**config.mk**
```make
export PLATFORM = sky130hd
export DESIGN_NAME = frame_synced_config_update
export DESIGN_NICKNAME = d
export VERILOG_FILES = /design/src/design/config_pkg.sv /design/src/design/cfg_serial_port.sv /design/src/design/frame_synced_config_update.sv
export VERILOG_INCLUDE_DIRS = /design/src /design/src/design
export SDC_FILE = /design/constraint.sdc
export NUM_CORES = 1
export LEC_CHECK = 0
export ABC_CLOCK_PERIOD_IN_PS = 8910
export BUFFER_PORTS_ARGS = -buffer_cell sky130_fd_sc_hd__clkbuf_2
export CORE_UTILIZATION = 30
export DETAILED_ROUTE_END_ITERATION = 12
export MAX_ROUTING_LAYER = met4
export PLACE_DENSITY = 0.52
export RECOVER_POWER = 25
export SLEW_MARGIN = 40
export SYNTH_ARGS = -nofsm -noshare
export SYNTH_HDL_FRONTEND = slang
export SYNTH_SLANG_ARGS = --single-unit
```
**constraint.sdc**
```tcl
create_clock -name clock -period 8.91 [get_ports clock]
set_clock_uncertainty 0.15 [all_clocks]
set_input_delay 0.4455 -clock clock [delete_from_list [all_inputs] [get_ports clock]]
set_output_delay 0.4455 -clock clock [all_outputs]
set_load 0.01 [all_outputs]
```
**src/design/config_defines.svh**
```systemverilog
// Register offsets, field positions, reset values and timing counts
`ifndef CONFIG_DEFINES_SVH
`define CONFIG_DEFINES_SVH
// ==========================================================
// Register offsets
`define ADDR_CLK_GEN      9'h020
`define ADDR_IMAGE_CORE   9'h028
`define ADDR_FRONT_END    9'h030
`define ADDR_BIAS_BASE    9'h040
`define ADDR_BIAS_LAST    9'h047
`define ADDR_SER_TX       9'h070
`define ADDR_BLACK_CFG    9'h080
`define ADDR_SYNC_BLACK   9'h081
`define ADDR_SYNC_BASE    9'h082
`define ADDR_SYNC_LAST    9'h087
`define ADDR_TEST_BASE    9'h090
`define ADDR_TEST_LAST    9'h096
`define ADDR_SEQ_CTRL     9'h0c0
`define ADDR_ROI_SEL      9'h0c3
`define ADDR_BLACK_LINES  9'h0c5
`define ADDR_DUMMY_LINES  9'h0c6
`define ADDR_EXPOSURE     9'h0c7
`define ADDR_GAIN         9'h0cc
// ==========================================================
// Field positions
`define BIT_SEQ_EN        0
`define BIT_ROLLING       1
`define BIT_TRIGGERED     2
`define BIT_SLAVE         3
`define BIT_SUBSAMPLE     7
`define BIT_BINNING       8
`define BIT_BLANK_ROI     9
`define BIT_BLACK_ALGO    8
`define BIT_GAIN_LAT_COMP 13
`define BIT_EXP_SYNC_MODE 14
// ==========================================================
// Reset values
`define RST_ZERO          16'h0000
`define RST_SEQ_CTRL      16'h0000
`define RST_ROI_SEL       16'h0001
`define RST_BLACK_LINES   16'h0001
// ==========================================================
// Timing counts
`define FRAME_CYCLES      16'h03e8
`define BLACK_SETTLE      3'h2
`endif

```
**src/design/config_pkg.sv**
```systemverilog
// Types shared by the configuration block
package config_pkg;
  typedef enum logic {SEQ_IDLE, SEQ_RUN} seq_state_t;
endpackage

```
**src/design/cfg_serial_port.sv**
```systemverilog
// Serial configuration port slave: wr flag, 9-bit address, 16-bit data
`timescale 1ns/1ps
`include "config_defines.svh"
module cfg_serial_port (
  // Clock and reset
  input  wire logic        clock,
  input  wire logic        resetn,
  // Serial pins
  input  wire logic        spi_sck,
  input  wire logic        spi_ss_n,
  input  wire logic        spi_mosi,
  output logic             spi_miso,
  output logic             spi_miso_oe,
  // Register side
  output logic             wr_en,
  output logic [8:0]       wr_addr,
  output logic [15:0]      wr_data,
  output logic             rd_en,
  output logic [8:0]       rd_addr,
  input  wire logic [15:0] rd_data
);
  // ==========================================================
  // Edge detect; pins already synchronous to clock
  logic        sck_q_r;
  logic [4:0]  bitcnt_r;
  logic [25:0] shift_r;
  logic [25:0] shift_nxt;
  logic [15:0] tx_r;
  logic        is_read_r;
  logic        load_r;
  logic        rise;
  logic        fall;

  assign rise      = spi_sck & ~sck_q_r & ~spi_ss_n;
  assign fall      = ~spi_sck & sck_q_r & ~spi_ss_n;
  assign shift_nxt = {shift_r[24:0], spi_mosi};

  always_ff @(posedge clock or negedge resetn) begin
    if (!resetn) begin
      sck_q_r <= 1'b0;
    end else begin
      sck_q_r <= spi_sck;
    end
  end

  // ==========================================================
  // Receive shifter and header decode
  always_ff @(posedge clock or negedge resetn) begin
    if (!resetn) begin
      bitcnt_r  <= 5'h00;
      shift_r   <= 26'h000_0000;
      is_read_r <= 1'b0;
      load_r    <= 1'b0;
      rd_addr   <= 9'h000;
      wr_en     <= 1'b0;
      wr_addr   <= 9'h000;
      wr_data   <= 16'h0000;
    end else begin
      load_r <= 1'b0;
      wr_en  <= 1'b0;
      if (spi_ss_n) begin
        bitcnt_r  <= 5'h00;
        is_read_r <= 1'b0;
      end else if (rise) begin
        shift_r  <= shift_nxt;
        bitcnt_r <= bitcnt_r + 5'h01;
        if (bitcnt_r == 5'h09) begin
          is_read_r <= ~shift_nxt[9];
          load_r    <= ~shift_nxt[9];
          rd_addr   <= shift_nxt[8:0];
        end
        if (bitcnt_r == 5'h19 && shift_nxt[25]) begin
          wr_en   <= 1'b1;
          wr_addr <= shift_nxt[24:16];
          wr_data <= shift_nxt[15:0];
        end
      end
    end
  end

  // ==========================================================
  // Read data shifter, changes on falling sck
  always_ff @(posedge clock or negedge resetn) begin
    if (!resetn) begin
      tx_r <= 16'h0000;
    end else if (load_r) begin
      tx_r <= rd_data;
    end else if (fall && bitcnt_r > 5'h0a) begin
      tx_r <= {tx_r[14:0], 1'b0};
    end
  end

  assign rd_en       = load_r;
  assign spi_miso    = tx_r[15];
  assign spi_miso_oe = ~spi_ss_n & is_read_r;
endmodule

```
**src/design/frame_synced_config_update.sv**
```systemverilog
// Configuration register bank with frame-synchronised update of readout parameters
//
// Summary of operation
// - Enable bit starts acquisition, clear returns idle
// - Black-level writes flag transient bad frames
// - Sync code writes flag current frame suspect
// - Test pattern writes flag one transient frame
// - Artifact-prone writes never stop acquisition
// - Frame parameters change only at frame boundary while running; idle follows the shadow at once
// - Blanked frame sends training on both channels
// - Subsampling and binning apply at next frame
// - Line count change blanks one rolling frame
// - Window switch blanks one rolling frame if enabled
// - Only different active window counts as switch
// - Active window resize never causes blanking
// - Exposure has one frame latency unless fast
// - Gain applies at start of next frame
// - Gain latency compensation adds one frame
`timescale 1ns/1ps
`include "config_defines.svh"
module frame_synced_config_update
  import config_pkg::*;
(
  // Clock and reset
  input  wire logic   clock,
  input  wire logic   resetn,
  // Serial configuration port
  input  wire logic   spi_sck,
  input  wire logic   spi_ss_n,
  input  wire logic   spi_mosi,
  output logic        spi_miso,
  output logic        spi_miso_oe,
  // Sequencer status
  output logic        seq_running,
  output logic        frame_start,
  output logic        frame_blank,
  output logic        train_data,
  output logic        train_sync,
  output logic [5:0]  op_mode,
  // Active readout set
  output logic        act_subsample_r,
  output logic        act_binning_r,
  output logic [7:0]  act_black_lines_r,
  output logic [15:0] act_dummy_lines_r,
  output logic [15:0] act_roi_r,
  output logic [15:0] act_exposure_r,
  output logic [15:0] act_gain_r,
  // Transient artifact indications
  output logic        black_suspect,
  output logic        sync_suspect_r,
  output logic        test_suspect_r
);
  // ==========================================================
  // Serial port
  logic        wr_en;
  logic [8:0]  wr_addr;
  logic [15:0] wr_data;
  logic [8:0]  rd_addr;
  logic [15:0] rd_data;
  cfg_serial_port u_port (
    .clock       (clock),
    .resetn      (resetn),
    .spi_sck     (spi_sck),
    .spi_ss_n    (spi_ss_n),
    .spi_mosi    (spi_mosi),
    .spi_miso    (spi_miso),
    .spi_miso_oe (spi_miso_oe),
    .wr_en       (wr_en),
    .wr_addr     (wr_addr),
    .wr_data     (wr_data),
    .rd_en       (),
    .rd_addr     (rd_addr),
    .rd_data     (rd_data)
  );
  // ==========================================================
  // Host-visible registers
  logic [15:0] clk_gen_r;
  logic [15:0] core_r;
  logic [15:0] afe_r;
  logic [15:0] ser_tx_r;
  logic [15:0] black_cfg_r;
  logic [15:0] sync_black_r;
  logic [15:0] seq_ctrl_r;
  logic [15:0] roi_sel_r;
  logic [15:0] black_lines_r;
  logic [15:0] dummy_lines_r;
  logic [15:0] exposure_r;
  logic [15:0] gain_r;
  logic [15:0] bias_r [8];
  logic [15:0] sync_code_r [6];
  logic [15:0] test_cfg_r [7];
  logic wr_bias;
  logic wr_sync;
  logic wr_test;
  logic wr_black;
  assign wr_bias  = wr_en && wr_addr >= `ADDR_BIAS_BASE && wr_addr <= `ADDR_BIAS_LAST;
  assign wr_sync  = wr_en && (wr_addr == `ADDR_SYNC_BLACK ||
                    (wr_addr >= `ADDR_SYNC_BASE && wr_addr <= `ADDR_SYNC_LAST));
  assign wr_test  = wr_en && wr_addr >= `ADDR_TEST_BASE && wr_addr <= `ADDR_TEST_LAST;
  assign wr_black = wr_en && (wr_addr == `ADDR_BLACK_CFG || wr_addr == `ADDR_SYNC_BLACK ||
                    wr_addr == `ADDR_BLACK_LINES);
  // Static registers are stored as written; keeping them still while running is the host's job
  always_ff @(posedge clock or negedge resetn) begin
    if (!resetn) begin
      clk_gen_r     <= `RST_ZERO;
      core_r        <= `RST_ZERO;
      afe_r         <= `RST_ZERO;
      ser_tx_r      <= `RST_ZERO;
      black_cfg_r   <= `RST_ZERO;
      sync_black_r  <= `RST_ZERO;
      seq_ctrl_r    <= `RST_SEQ_CTRL;
      roi_sel_r     <= `RST_ROI_SEL;
      black_lines_r <= `RST_BLACK_LINES;
      dummy_lines_r <= `RST_ZERO;
      exposure_r    <= `RST_ZERO;
      gain_r        <= `RST_ZERO;
      for (int i = 0; i < 8; i++) begin
        bias_r[i] <= `RST_ZERO;
      end
      for (int i = 0; i < 6; i++) begin
        sync_code_r[i] <= `RST_ZERO;
      end
      for (int i = 0; i < 7; i++) begin
        test_cfg_r[i] <= `RST_ZERO;
      end
    end else if (wr_en) begin
      case (wr_addr)
        `ADDR_CLK_GEN:     clk_gen_r     <= wr_data;
        `ADDR_IMAGE_CORE:  core_r        <= wr_data;
        `ADDR_FRONT_END:   afe_r         <= wr_data;
        `ADDR_SER_TX:      ser_tx_r      <= wr_data;
        `ADDR_BLACK_CFG:   black_cfg_r   <= wr_data;
        `ADDR_SYNC_BLACK:  sync_black_r  <= wr_data;
        `ADDR_SEQ_CTRL:    seq_ctrl_r    <= wr_data;
        `ADDR_ROI_SEL:     roi_sel_r     <= wr_data;
        `ADDR_BLACK_LINES: black_lines_r <= wr_data;
        `ADDR_DUMMY_LINES: dummy_lines_r <= wr_data;
        `ADDR_EXPOSURE:    exposure_r    <= wr_data;
        `ADDR_GAIN:        gain_r        <= wr_data;
        default: begin
          if (wr_bias) begin
            bias_r[wr_addr[2:0]] <= wr_data;
          end
          if (wr_sync && wr_addr != `ADDR_SYNC_BLACK) begin
            sync_code_r[3'(wr_addr - `ADDR_SYNC_BASE)] <= wr_data;
          end
          if (wr_test) begin
            test_cfg_r[3'(wr_addr - `ADDR_TEST_BASE)] <= wr_data;
          end
        end
      endcase
    end
  end
  // ==========================================================
  // Read mux; unmapped addresses read zero
  always_comb begin
    rd_data = 16'h0000;
    case (rd_addr)
      `ADDR_CLK_GEN:     rd_data = clk_gen_r;
      `ADDR_IMAGE_CORE:  rd_data = core_r;
      `ADDR_FRONT_END:   rd_data = afe_r;
      `ADDR_SER_TX:      rd_data = ser_tx_r;
      `ADDR_BLACK_CFG:   rd_data = black_cfg_r;
      `ADDR_SYNC_BLACK:  rd_data = sync_black_r;
      `ADDR_SEQ_CTRL:    rd_data = seq_ctrl_r;
      `ADDR_ROI_SEL:     rd_data = roi_sel_r;
      `ADDR_BLACK_LINES: rd_data = black_lines_r;
      `ADDR_DUMMY_LINES: rd_data = dummy_lines_r;
      `ADDR_EXPOSURE:    rd_data = exposure_r;
      `ADDR_GAIN:        rd_data = gain_r;
      default: begin
        if (rd_addr >= `ADDR_BIAS_BASE && rd_addr <= `ADDR_BIAS_LAST) begin
          rd_data = bias_r[rd_addr[2:0]];
        end else if (rd_addr >= `ADDR_SYNC_BASE && rd_addr <= `ADDR_SYNC_LAST) begin
          rd_data = sync_code_r[3'(rd_addr - `ADDR_SYNC_BASE)];
        end else if (rd_addr >= `ADDR_TEST_BASE && rd_addr <= `ADDR_TEST_LAST) begin
          rd_data = test_cfg_r[3'(rd_addr - `ADDR_TEST_BASE)];
        end
      end
    endcase
  end
  // ==========================================================
  // Frame sequencer
  seq_state_t  state_r;
  logic [15:0] fcnt_r;
  logic        rolling;
  logic        commit;

  assign rolling     = seq_ctrl_r[`BIT_ROLLING];
  assign seq_running = (state_r == SEQ_RUN);
  assign frame_start = seq_running && fcnt_r == 16'h0000;
  assign op_mode     = seq_ctrl_r[6:1];
  // Idle has no frames, so the active set simply follows the shadow
  assign commit      = frame_start || !seq_running;

  always_ff @(posedge clock or negedge resetn) begin
    if (!resetn) begin
      state_r <= SEQ_IDLE;
      fcnt_r  <= 16'h0000;
    end else begin
      case (state_r)
        SEQ_IDLE: begin
          fcnt_r <= 16'h0000;
          if (seq_ctrl_r[`BIT_SEQ_EN]) begin
            state_r <= SEQ_RUN;
          end
        end
        SEQ_RUN: begin
          fcnt_r <= (fcnt_r == `FRAME_CYCLES - 16'h0001) ? 16'h0000 : fcnt_r + 16'h0001;
          if (!seq_ctrl_r[`BIT_SEQ_EN]) begin
            state_r <= SEQ_IDLE;
            fcnt_r  <= 16'h0000;
          end
        end
        default: state_r <= SEQ_IDLE;
      endcase
    end
  end
  // ==========================================================
  // Active set, copied from shadow at frame start
  logic [15:0] exp_stage_r;
  logic [15:0] gain_stage_r;
  logic        exp_fast;
  logic        gain_lat;

  // Triggered master global shutter with sync mode skips the extra stage
  assign exp_fast = exposure_r[`BIT_EXP_SYNC_MODE] && seq_ctrl_r[`BIT_TRIGGERED] &&
                    !seq_ctrl_r[`BIT_SLAVE] && !rolling;
  assign gain_lat = exposure_r[`BIT_GAIN_LAT_COMP];

  always_ff @(posedge clock or negedge resetn) begin
    if (!resetn) begin
      act_subsample_r   <= 1'b0;
      act_binning_r     <= 1'b0;
      act_black_lines_r <= 8'(`RST_BLACK_LINES);
      act_dummy_lines_r <= `RST_ZERO;
      act_roi_r         <= `RST_ROI_SEL;
      exp_stage_r       <= `RST_ZERO;
      act_exposure_r    <= `RST_ZERO;
      gain_stage_r      <= `RST_ZERO;
      act_gain_r        <= `RST_ZERO;
    end else if (commit) begin
      act_subsample_r   <= seq_ctrl_r[`BIT_SUBSAMPLE];
      act_binning_r     <= seq_ctrl_r[`BIT_BINNING];
      act_black_lines_r <= black_lines_r[7:0];
      act_dummy_lines_r <= dummy_lines_r;
      act_roi_r         <= roi_sel_r;
      exp_stage_r       <= exposure_r;
      act_exposure_r    <= exp_fast ? exposure_r : exp_stage_r;
      gain_stage_r      <= gain_r;
      act_gain_r        <= gain_lat ? gain_stage_r : gain_r;
    end
  end
  // ==========================================================
  // Blanking decision
  logic roi_pend_r;
  logic blank_r;
  logic line_change;

  // Writes repeating the active window are not switches
  always_ff @(posedge clock or negedge resetn) begin
    if (!resetn) begin
      roi_pend_r <= 1'b0;
    end else if (wr_en && wr_addr == `ADDR_ROI_SEL && wr_data != roi_sel_r) begin
      roi_pend_r <= 1'b1;
    end else if (commit) begin
      roi_pend_r <= 1'b0;
    end
  end

  assign line_change = black_lines_r[7:0] != act_black_lines_r ||
                       dummy_lines_r != act_dummy_lines_r;

  // Window geometry writes are not looked at, so a resize never blanks
  always_ff @(posedge clock or negedge resetn) begin
    if (!resetn) begin
      blank_r <= 1'b0;
    end else if (frame_start) begin
      blank_r <= rolling && (line_change ||
                 (roi_pend_r && seq_ctrl_r[`BIT_BLANK_ROI]));
    end else if (!seq_running) begin
      blank_r <= 1'b0;
    end
  end

  assign frame_blank = blank_r;
  assign train_data  = blank_r;
  assign train_sync  = blank_r;
  // ==========================================================
  // Artifact indications; acquisition continues throughout
  logic [2:0] black_cnt_r;

  always_ff @(posedge clock or negedge resetn) begin
    if (!resetn) begin
      black_cnt_r <= 3'h0;
    end else if (wr_black && seq_running) begin
      black_cnt_r <= `BLACK_SETTLE;
    end else if (frame_start && black_cnt_r != 3'h0) begin
      black_cnt_r <= black_cnt_r - 3'h1;
    end
  end

  assign black_suspect = black_cnt_r != 3'h0;

  // Set wins over the frame-start clear
  always_ff @(posedge clock or negedge resetn) begin
    if (!resetn) begin
      sync_suspect_r <= 1'b0;
    end else if (wr_sync && seq_running) begin
      sync_suspect_r <= 1'b1;
    end else if (frame_start || !seq_running) begin
      sync_suspect_r <= 1'b0;
    end
  end

  always_ff @(posedge clock or negedge resetn) begin
    if (!resetn) begin
      test_suspect_r <= 1'b0;
    end else if (wr_test && seq_running) begin
      test_suspect_r <= 1'b1;
    end else if (frame_start || !seq_running) begin
      test_suspect_r <= 1'b0;
    end
  end
endmodule
```
==> results of run 1 <==
power by group through the flow:
stage	Sequential (W)	Combinational [W]	Clock (W)
6_report	0.00344	0.000195	0.00342
5_1_grt	0.00344	0.000217	0.00364
4_1_cts	0.00344	0.000199	0.00350
3_5_place_dp	0.00350	0.000197	0
3_3_place_gp	0.00350	0.000190	0
2_1_floorplan	0.00347	0.0000981	0
cells in the mapped netlist (44+ instances only):
cell type	number
dfrtp_1	738
mux2_2	679
nand2_1	115
mux2i_1	101
clkbuf_1	96
nor2_1	75
o21ai_0	66
buf_2	65
mux4_2	60
a22oi_1	55
nand3_1	44
worst max path at each step:
stage / end / depth (start not counted) / slack [ns]
floorplan: u_port.tx_r[0] / 10 / 5.98
global placement: u_port.tx_r[4] / 8 / 4.88
detailed placement: u_port.tx_r[1] / 8 / 5.26
CTS: u_port.tx_r[1] / 8 / 5.24
global route: u_port.rd_addr[1] / 3 / 2.85
finish: u_port.rd_addr[0] / 3 / 3.67
cell families (layout without fill, tap and decap cells):
| logic type | count (synthesis) | in the layout | share of synthesized area |
|---|---|---|---|
| and+or+nand+nor | 375 | 375 | 0.05945 |
| DFF | 742 | 742 | 0.5451 |
| muxes | 840 | 840 | 0.2937 |
| AOI/OAI and AO/OA | 252 | 252 | 0.05075 |
| xor gates and xnor gates | 60 | 60 | 0.01542 |
| adders and majority gates | 10 | 10 | 0.003672 |
| buffers and inverters | 225 | 315 | 0.03184 |
per-layer routing:
metal | GRT usage | part of all wire | vias to the layer above
met5 | - | 0 | -
met4 | 0.04233 | 0.021 | 0
met3 | 0.03297 | 0.056 | 135
met2 | 0.2817 | 0.47 | 584
met1 | 0.2454 | 0.45 | 11350
li1 | - | - | 9173
repair_timing:
item / CTS / global route
hold buffers: 3 / 0
buffers inserted: 0 / 0
hold endpoints to repair: 100 / 0
final cells by class:
type / instances / area [sq um]
inverters: 16 / 60.06
fillers: 10890 / 73730
clock buffers: 117 / 2337
flip-flops and latches: 742 / 18590
clock inverters: 35 / 382.9
multi-input cells: 1537 / 14530
well taps: 1500 / 1877
repair buffers: 147 / 988.4
flip-flops by register name, summed over array words and instances, names as in the netlist, 25 cells and up:
register        cells
test_cfg_r        112
bias_r            128
u_port.shift_r     25
sync_code_r        96
critical path: cells and delay by family:
family | cells | cell delay (ns)
buffers and inverters | 3 | 4.38
through the flow:
| stage | hold WS, ns | util | power, W |
|---|---|---|---|
| 6_report | 0.1256 | 0.3446 | 0.007056 |
| 5_1_grt | 0.1177 | 0.3446 | 0.007297 |
| 3_5_place_dp | 0.3215 | 0.3198 | 0.003696 |
| 3_3_place_gp | 0.3114 | 0.3185 | 0.003688 |
| 4_1_cts | 0.07600 | 0.3443 | 0.007141 |
| 2_1_floorplan | -0.00009107 | - | 0.003572 |
==> reports/qor.csv, run 1 <==
stage,metric,value,unit
run_status,status,"complete, but fails checks",
run_status,failing checks,"max-capacitance violations, max-slew violations",
hold_path,Min-Delay Path Class,in -> reg,
route,Antenna Nets Post-Route,0,
timing,setup_tns,0,ns
synth,Synth area leader,dfrtp_1,
power_and_ir_drop,Leak,18.20,nW
worst_setup_path,R2R depth,8,
power_and_ir_drop,combinational power share,0.028,
layout,"commonest non-fill, non-tap cell in the layout",dfrtp_1,
hold_path,Hold Path Depth,3,
synth,Mapped Area,34070,sq um
hold_path,hold_sp,spi_mosi,
worst_setup_path,worst reg2reg startpoint,u_port.rd_addr[1],
clock_network,Clock Tree Buf Depth,3,
route,1st-iter DRT viols,1735,
clock_network,Root Buffer,clkbuf_16,
worst_setup_path,worst setup path startpoint,resetn,
layout,most frequent cells in the layout,"dfrtp_1 (728), mux2_2 (679), nand2_1 (108), mux2i_1 (101), clkbuf_2 (92)",
clock_network,Resize count post-CTS,0,
power_and_ir_drop,VDD IR-drop max,0.1354,mV
synth,synthesized instance count,2504,
synth,Post-synth EDFFs,0,
worst_setup_path,Crit. End Element,async pin,
grt,global-route wire length before repair,152300,microns
timing,FMAX,190.8,MHz
timing,RSZ-0062 raised after global routing,no,
layout,"Cell Count, Final, Fillers Out",4094,
timing,Setup WS post-layout,3.669,ns
route,drt pass-1 iters,6,
synth,Ys Warns,0,
worst_setup_path,Setup CP Type,in -> async,
synth,ranking of synthesized cells by area,"dfrtp_1 (54%), mux2_2 (22%), mux4_2 (4.0%)",
power_and_ir_drop,power per cell area,182.0,nW/um^2
timing,Worst Max-Slew Pin Slew,2.716,ns
clock_network,# H-tree levels,3,
power_and_ir_drop,Clk network pwr share,0.485,
worst_setup_path,"Data arrival, critical path",4.92,ns
route,number of remaining DRC errors,0,
grt,largest net degree at the start of global routing,144,
worst_setup_path,crit-path max FO,43,
worst_setup_path,CP max stage cell,clkbuf_1,
layout,layout cell share with drive strength beyond 1,0.4202,
grt,aggregate global routing overflow,0,
worst_setup_path,Most common cell on crit path,clkbuf_1,
layout,Ant. Diodes,0,
layout,final instance area,38770,sq um
place,pre-CTS setup slack,5.258,ns
hold_path,Hold Path End,u_port.rd_addr[0],
clock_network,CTS Buf Count,83,
power_and_ir_drop,P_sw,0.001590,W
worst_setup_path,CP required,8.59,ns
floorplanning,die area,114900,sq um
layout,Layout Nets,2542,
place,port bufs,94,
synth,Synth Flop Type,dfrtp_1,
synth,count of cell types in the netlist,86,
flow_run,MaxCap Viol Count,2,
power_and_ir_drop,sw frac,0.2254,
grt,antenna violations before repair,2,
place,gpl congestion,0.9086,
timing,hold violation count in the final report,0,
worst_setup_path,Worst path max stage delay,1.93,ns
place,hpwl dp,68700,microns
route,wire per inst,24.93,microns
floorplanning,Die H,339.0,microns
grt,GRT Total Usage,0.1815,
timing,final worst path period share,0.5882,
layout,Area Overhead vs Synth,13.79,%
worst_setup_path,RR Endpoint,u_port.tx_r[1],
route,vias per cell,5.189,
power_and_ir_drop,Seq pwr share,0.487,
synth,register bit total from synthesis,742,
route,drt total wl,102000,microns
clock_network,CTS tree,done,
clock_network,clk sink count,742,
synth,synthesized area per cell,13.61,sq um
floorplanning,starting density of the core,0.3029,
floorplanning,die width,339.0,microns
place,"Cell Area, Placed",35980,sq um
place,placed cell count,3937,
floorplanning,Rows,123,
timing,Final Max Slew Viols,80,
route,vias,21240,
synth,Post-synth ARST share,1.000,
grt,vias in the first global route,21920,
timing,crit path time final,5.241,ns
synth,part of the Yosys area used for sequential elements,0.5451,
timing,worst relative slew slack,-0.8106,
worst_setup_path,r2r setup slk,5.18,ns
synth,Synth top area share,0.5420,
floorplanning,core box area,112500,sq um
floorplanning,I/O Pins,95,
worst_setup_path,startpoint type of the worst setup path,primary input,
worst_setup_path,worst-path cell chain,"dlygate4sd3_1, clkbuf_1, clkbuf_1",
clock_network,clk_lat worst skew,0.63,ns
synth,syn nets,2519,
clock_network,clock-pin slew on the worst setup and hold paths,0.06,ns
timing,setup violators final,0,
power_and_ir_drop,Int Pwr,0.005465,W
Note: power is estimated with default switching activity, not from simulation.
==> run 2, diff against run 1 <==
Settings changed: ABC_CLOCK_PERIOD_IN_PS 8910 to 4700, PLACE_DENSITY 0.52 to 0.54.
Clock period 8.91 ns to 4.7 ns, I/O delays scaled along.
==> run 2 against run 1 <==
  * Sequential cell count did not move
  * Die area unchanged
  * Sequential power increased by 89%
  * Critical path depth up 1
  * Clock-buffer cell count rose by 13
  * Largest cell class unchanged
  * Total power is 90% higher
  * Utilization is 0.080 points higher
  * Sequential share of layout area decreased by 0.12 points
  * The run still ends with max-capacitance violations, max-slew violations left
  * Hold slack better by 0.055 ns
  * Clock power is 91% higher
  * Non-clock buffer count is 14 higher
  * Via count rose by 0.22%
==> reports/qor.csv, run 2 (same netlist as run 1, synthesis figures left out) <==
stage,metric,value,unit,change
worst_setup_path,crit-path max FO,61,,+42%
clock_network,CTS tree,done,,
clock_network,clock-pin slew on the worst setup and hold paths,0.06,ns,about the same
timing,Final Max Slew Viols,91,,+14%
floorplanning,die width,339.0,microns,unchanged
grt,antenna violations before repair,4,,+2
run_status,status,"complete, but fails checks",,
worst_setup_path,Setup CP Type,in -> async,,
worst_setup_path,Crit. End Element,async pin,,
floorplanning,Rows,123,,unchanged
place,gpl congestion,0.9619,,+5.9%
power_and_ir_drop,VDD IR-drop max,0.2226,mV,+64%
route,vias per cell,5.181,,-0.15%
power_and_ir_drop,Leak,18.25,nW,+0.30%
route,vias,21290,,+0.22%
route,Antenna Nets Post-Route,0,,unchanged
worst_setup_path,"Data arrival, critical path",3.88,ns,-1.04 ns
timing,Worst Max-Slew Pin Slew,1.965,ns,-0.7506 ns
grt,GRT Total Usage,0.1856,,+0.004118
clock_network,Root Buffer,clkbuf_16,,
route,1st-iter DRT viols,1673,,-3.6%
power_and_ir_drop,power per cell area,345.7,nW/um^2,+90%
timing,setup violators final,0,,unchanged
flow_run,MaxCap Viol Count,2,,unchanged
clock_network,clk sink count,742,,unchanged
floorplanning,Die H,339.0,microns,unchanged
hold_path,Hold Path Depth,2,,-1
timing,hold violation count in the final report,0,,unchanged
floorplanning,starting density of the core,0.3029,,unchanged
layout,most frequent cells in the layout,"dfrtp_1 (731), mux2_2 (679), nand2_1 (108), mux2i_1 (101), clkbuf_2 (95)",,
clock_network,Clock Tree Buf Depth,3,,unchanged
layout,layout cell share with drive strength beyond 1,0.4201,,about the same
timing,RSZ-0062 raised after global routing,no,,
timing,setup_tns,0,ns,unchanged
layout,Largest register FFs,128,,unchanged
layout,largest reg by FF count,bias_r,,
floorplanning,die area,114900,sq um,unchanged
worst_setup_path,R2R depth,8,,unchanged
worst_setup_path,worst setup path startpoint,resetn,,
timing,crit path time final,3.441,ns,
clock_network,CTS Buf Count,83,,unchanged
floorplanning,I/O Pins,95,,unchanged
layout,final core utilization,0.3454,,+0.0008010
route,wire per inst,25.16,microns,+0.96%
clock_network,Resize count post-CTS,0,,unchanged
timing,FMAX,290.6,MHz,
place,port bufs,94,,unchanged
route,number of remaining DRC errors,0,,unchanged
place,hpwl dp,70350,microns,+2.4%
timing,worst hold slack,0.1805,ns,+0.05482 ns
layout,Ant. Diodes,0,,unchanged
worst_setup_path,worst reg2reg startpoint,u_port.rd_addr[2],,
timing,worst relative slew slack,-0.3102,,+0.5004
worst_setup_path,r2r setup slk,1.38,ns,-3.80 ns
timing,final worst path period share,0.7322,,
layout,top flop regs,"bias_r (128), test_cfg_r (112), sync_code_r (96)",,
worst_setup_path,CP required,5.14,ns,-3.45 ns
route,drt total wl,103400,microns,+1.3%
layout,"commonest non-fill, non-tap cell in the layout",dfrtp_1,,
worst_setup_path,startpoint type of the worst setup path,primary input,,
clock_network,# H-tree levels,3,,unchanged
run_status,failing checks,"max-capacitance violations, max-slew violations",,
hold_path,hold_sp,spi_sck,,
grt,global-route wire length before repair,155400,microns,+2.1%
grt,largest net degree at the start of global routing,126,,-13%
layout,Layout Nets,2556,,+0.55%
layout,Area Overhead vs Synth,14.05,%,
grt,aggregate global routing overflow,0,,unchanged
floorplanning,core box area,112500,sq um,unchanged
clock_network,clk_lat worst skew,0.67,ns,+0.04 ns
route,drt pass-1 iters,5,,-1
hold_path,Min-Delay Path Class,in -> reg,,
grt,vias in the first global route,22190,,+1.2%
power_and_ir_drop,PnR Total Power,0.01343,W,+90%
-- run 2: changes by cell type in the layout (fill, tap and decap cells not counted), sizes merged --
cell	delta
dlygate4sd3	+1
bufinv	-2
clkinvlp	-2
buf	+11
clkbuf	+15
clkinv	-8
-- run 2: report_power, final --
group / switching (W) / internal, W
logic: 0.000273 / 0.000107
clock network: 0.00267 / 0.00387
registers: 0.0000711 / 0.00644
-- run 2: per-layer routing --
| metal | track usage | vias up | part of all wire |
|---|---|---|---|
| li1 | - | 9213 | - |
| met1 | 0.2515 | 11390 | 0.46 |
| met2 | 0.2874 | 531 | 0.47 |
| met3 | 0.02821 | 153 | 0.041 |
| met4 | 0.05326 | 0 | 0.028 |
| met5 | - | - | 0 |
-- run 2: final timing paths --
kind,end
max,bias_r[89]
min,u_port.sck_q_r
max reg2reg,u_port.tx_r[5]
min reg2reg,act_exposure_r[3]
max in group clock,frame_start
min in group asynchronous,roi_sel_r[0]
-- run 2: cell type report --
type                            count  area [sq um]
Fill cell                       10940         73640
Sequential cell                   742         18590
Multi-Input combinational cell   1537         14530
Clock buffer                      130          2496
Tap cell                         1500          1877
Timing Repair Buffer              161          1061
Clock inverter                     23         254.0
Inverter                           16         60.06
-- run 2: what timing repair did --
item                      in CTS  in global routing
buffers inserted               0                  0
hold endpoints to repair     269                  0
hold buffers                   5                  0
-- run 2: per-stage QoR --
stage | std cells | instance area [sq um] | worst slack [ns]
2_1_floorplan | 2504 | 34070 | 1.774
3_3_place_gp | 3946 | 35970 | 1.379
3_5_place_dp | 3950 | 36080 | 1.356
4_1_cts | 4108 | 38890 | 1.333
5_1_grt | 4109 | 38860 | 0.8095
6_report | 4109 | 38860 | 1.259
-- run 2: critical path, cell delays in order --
cell and delay [ns]:
dlygate4sd3_1 0.53, clkbuf_1 0.49, clkbuf_2 1.50, clkbuf_2 1.04
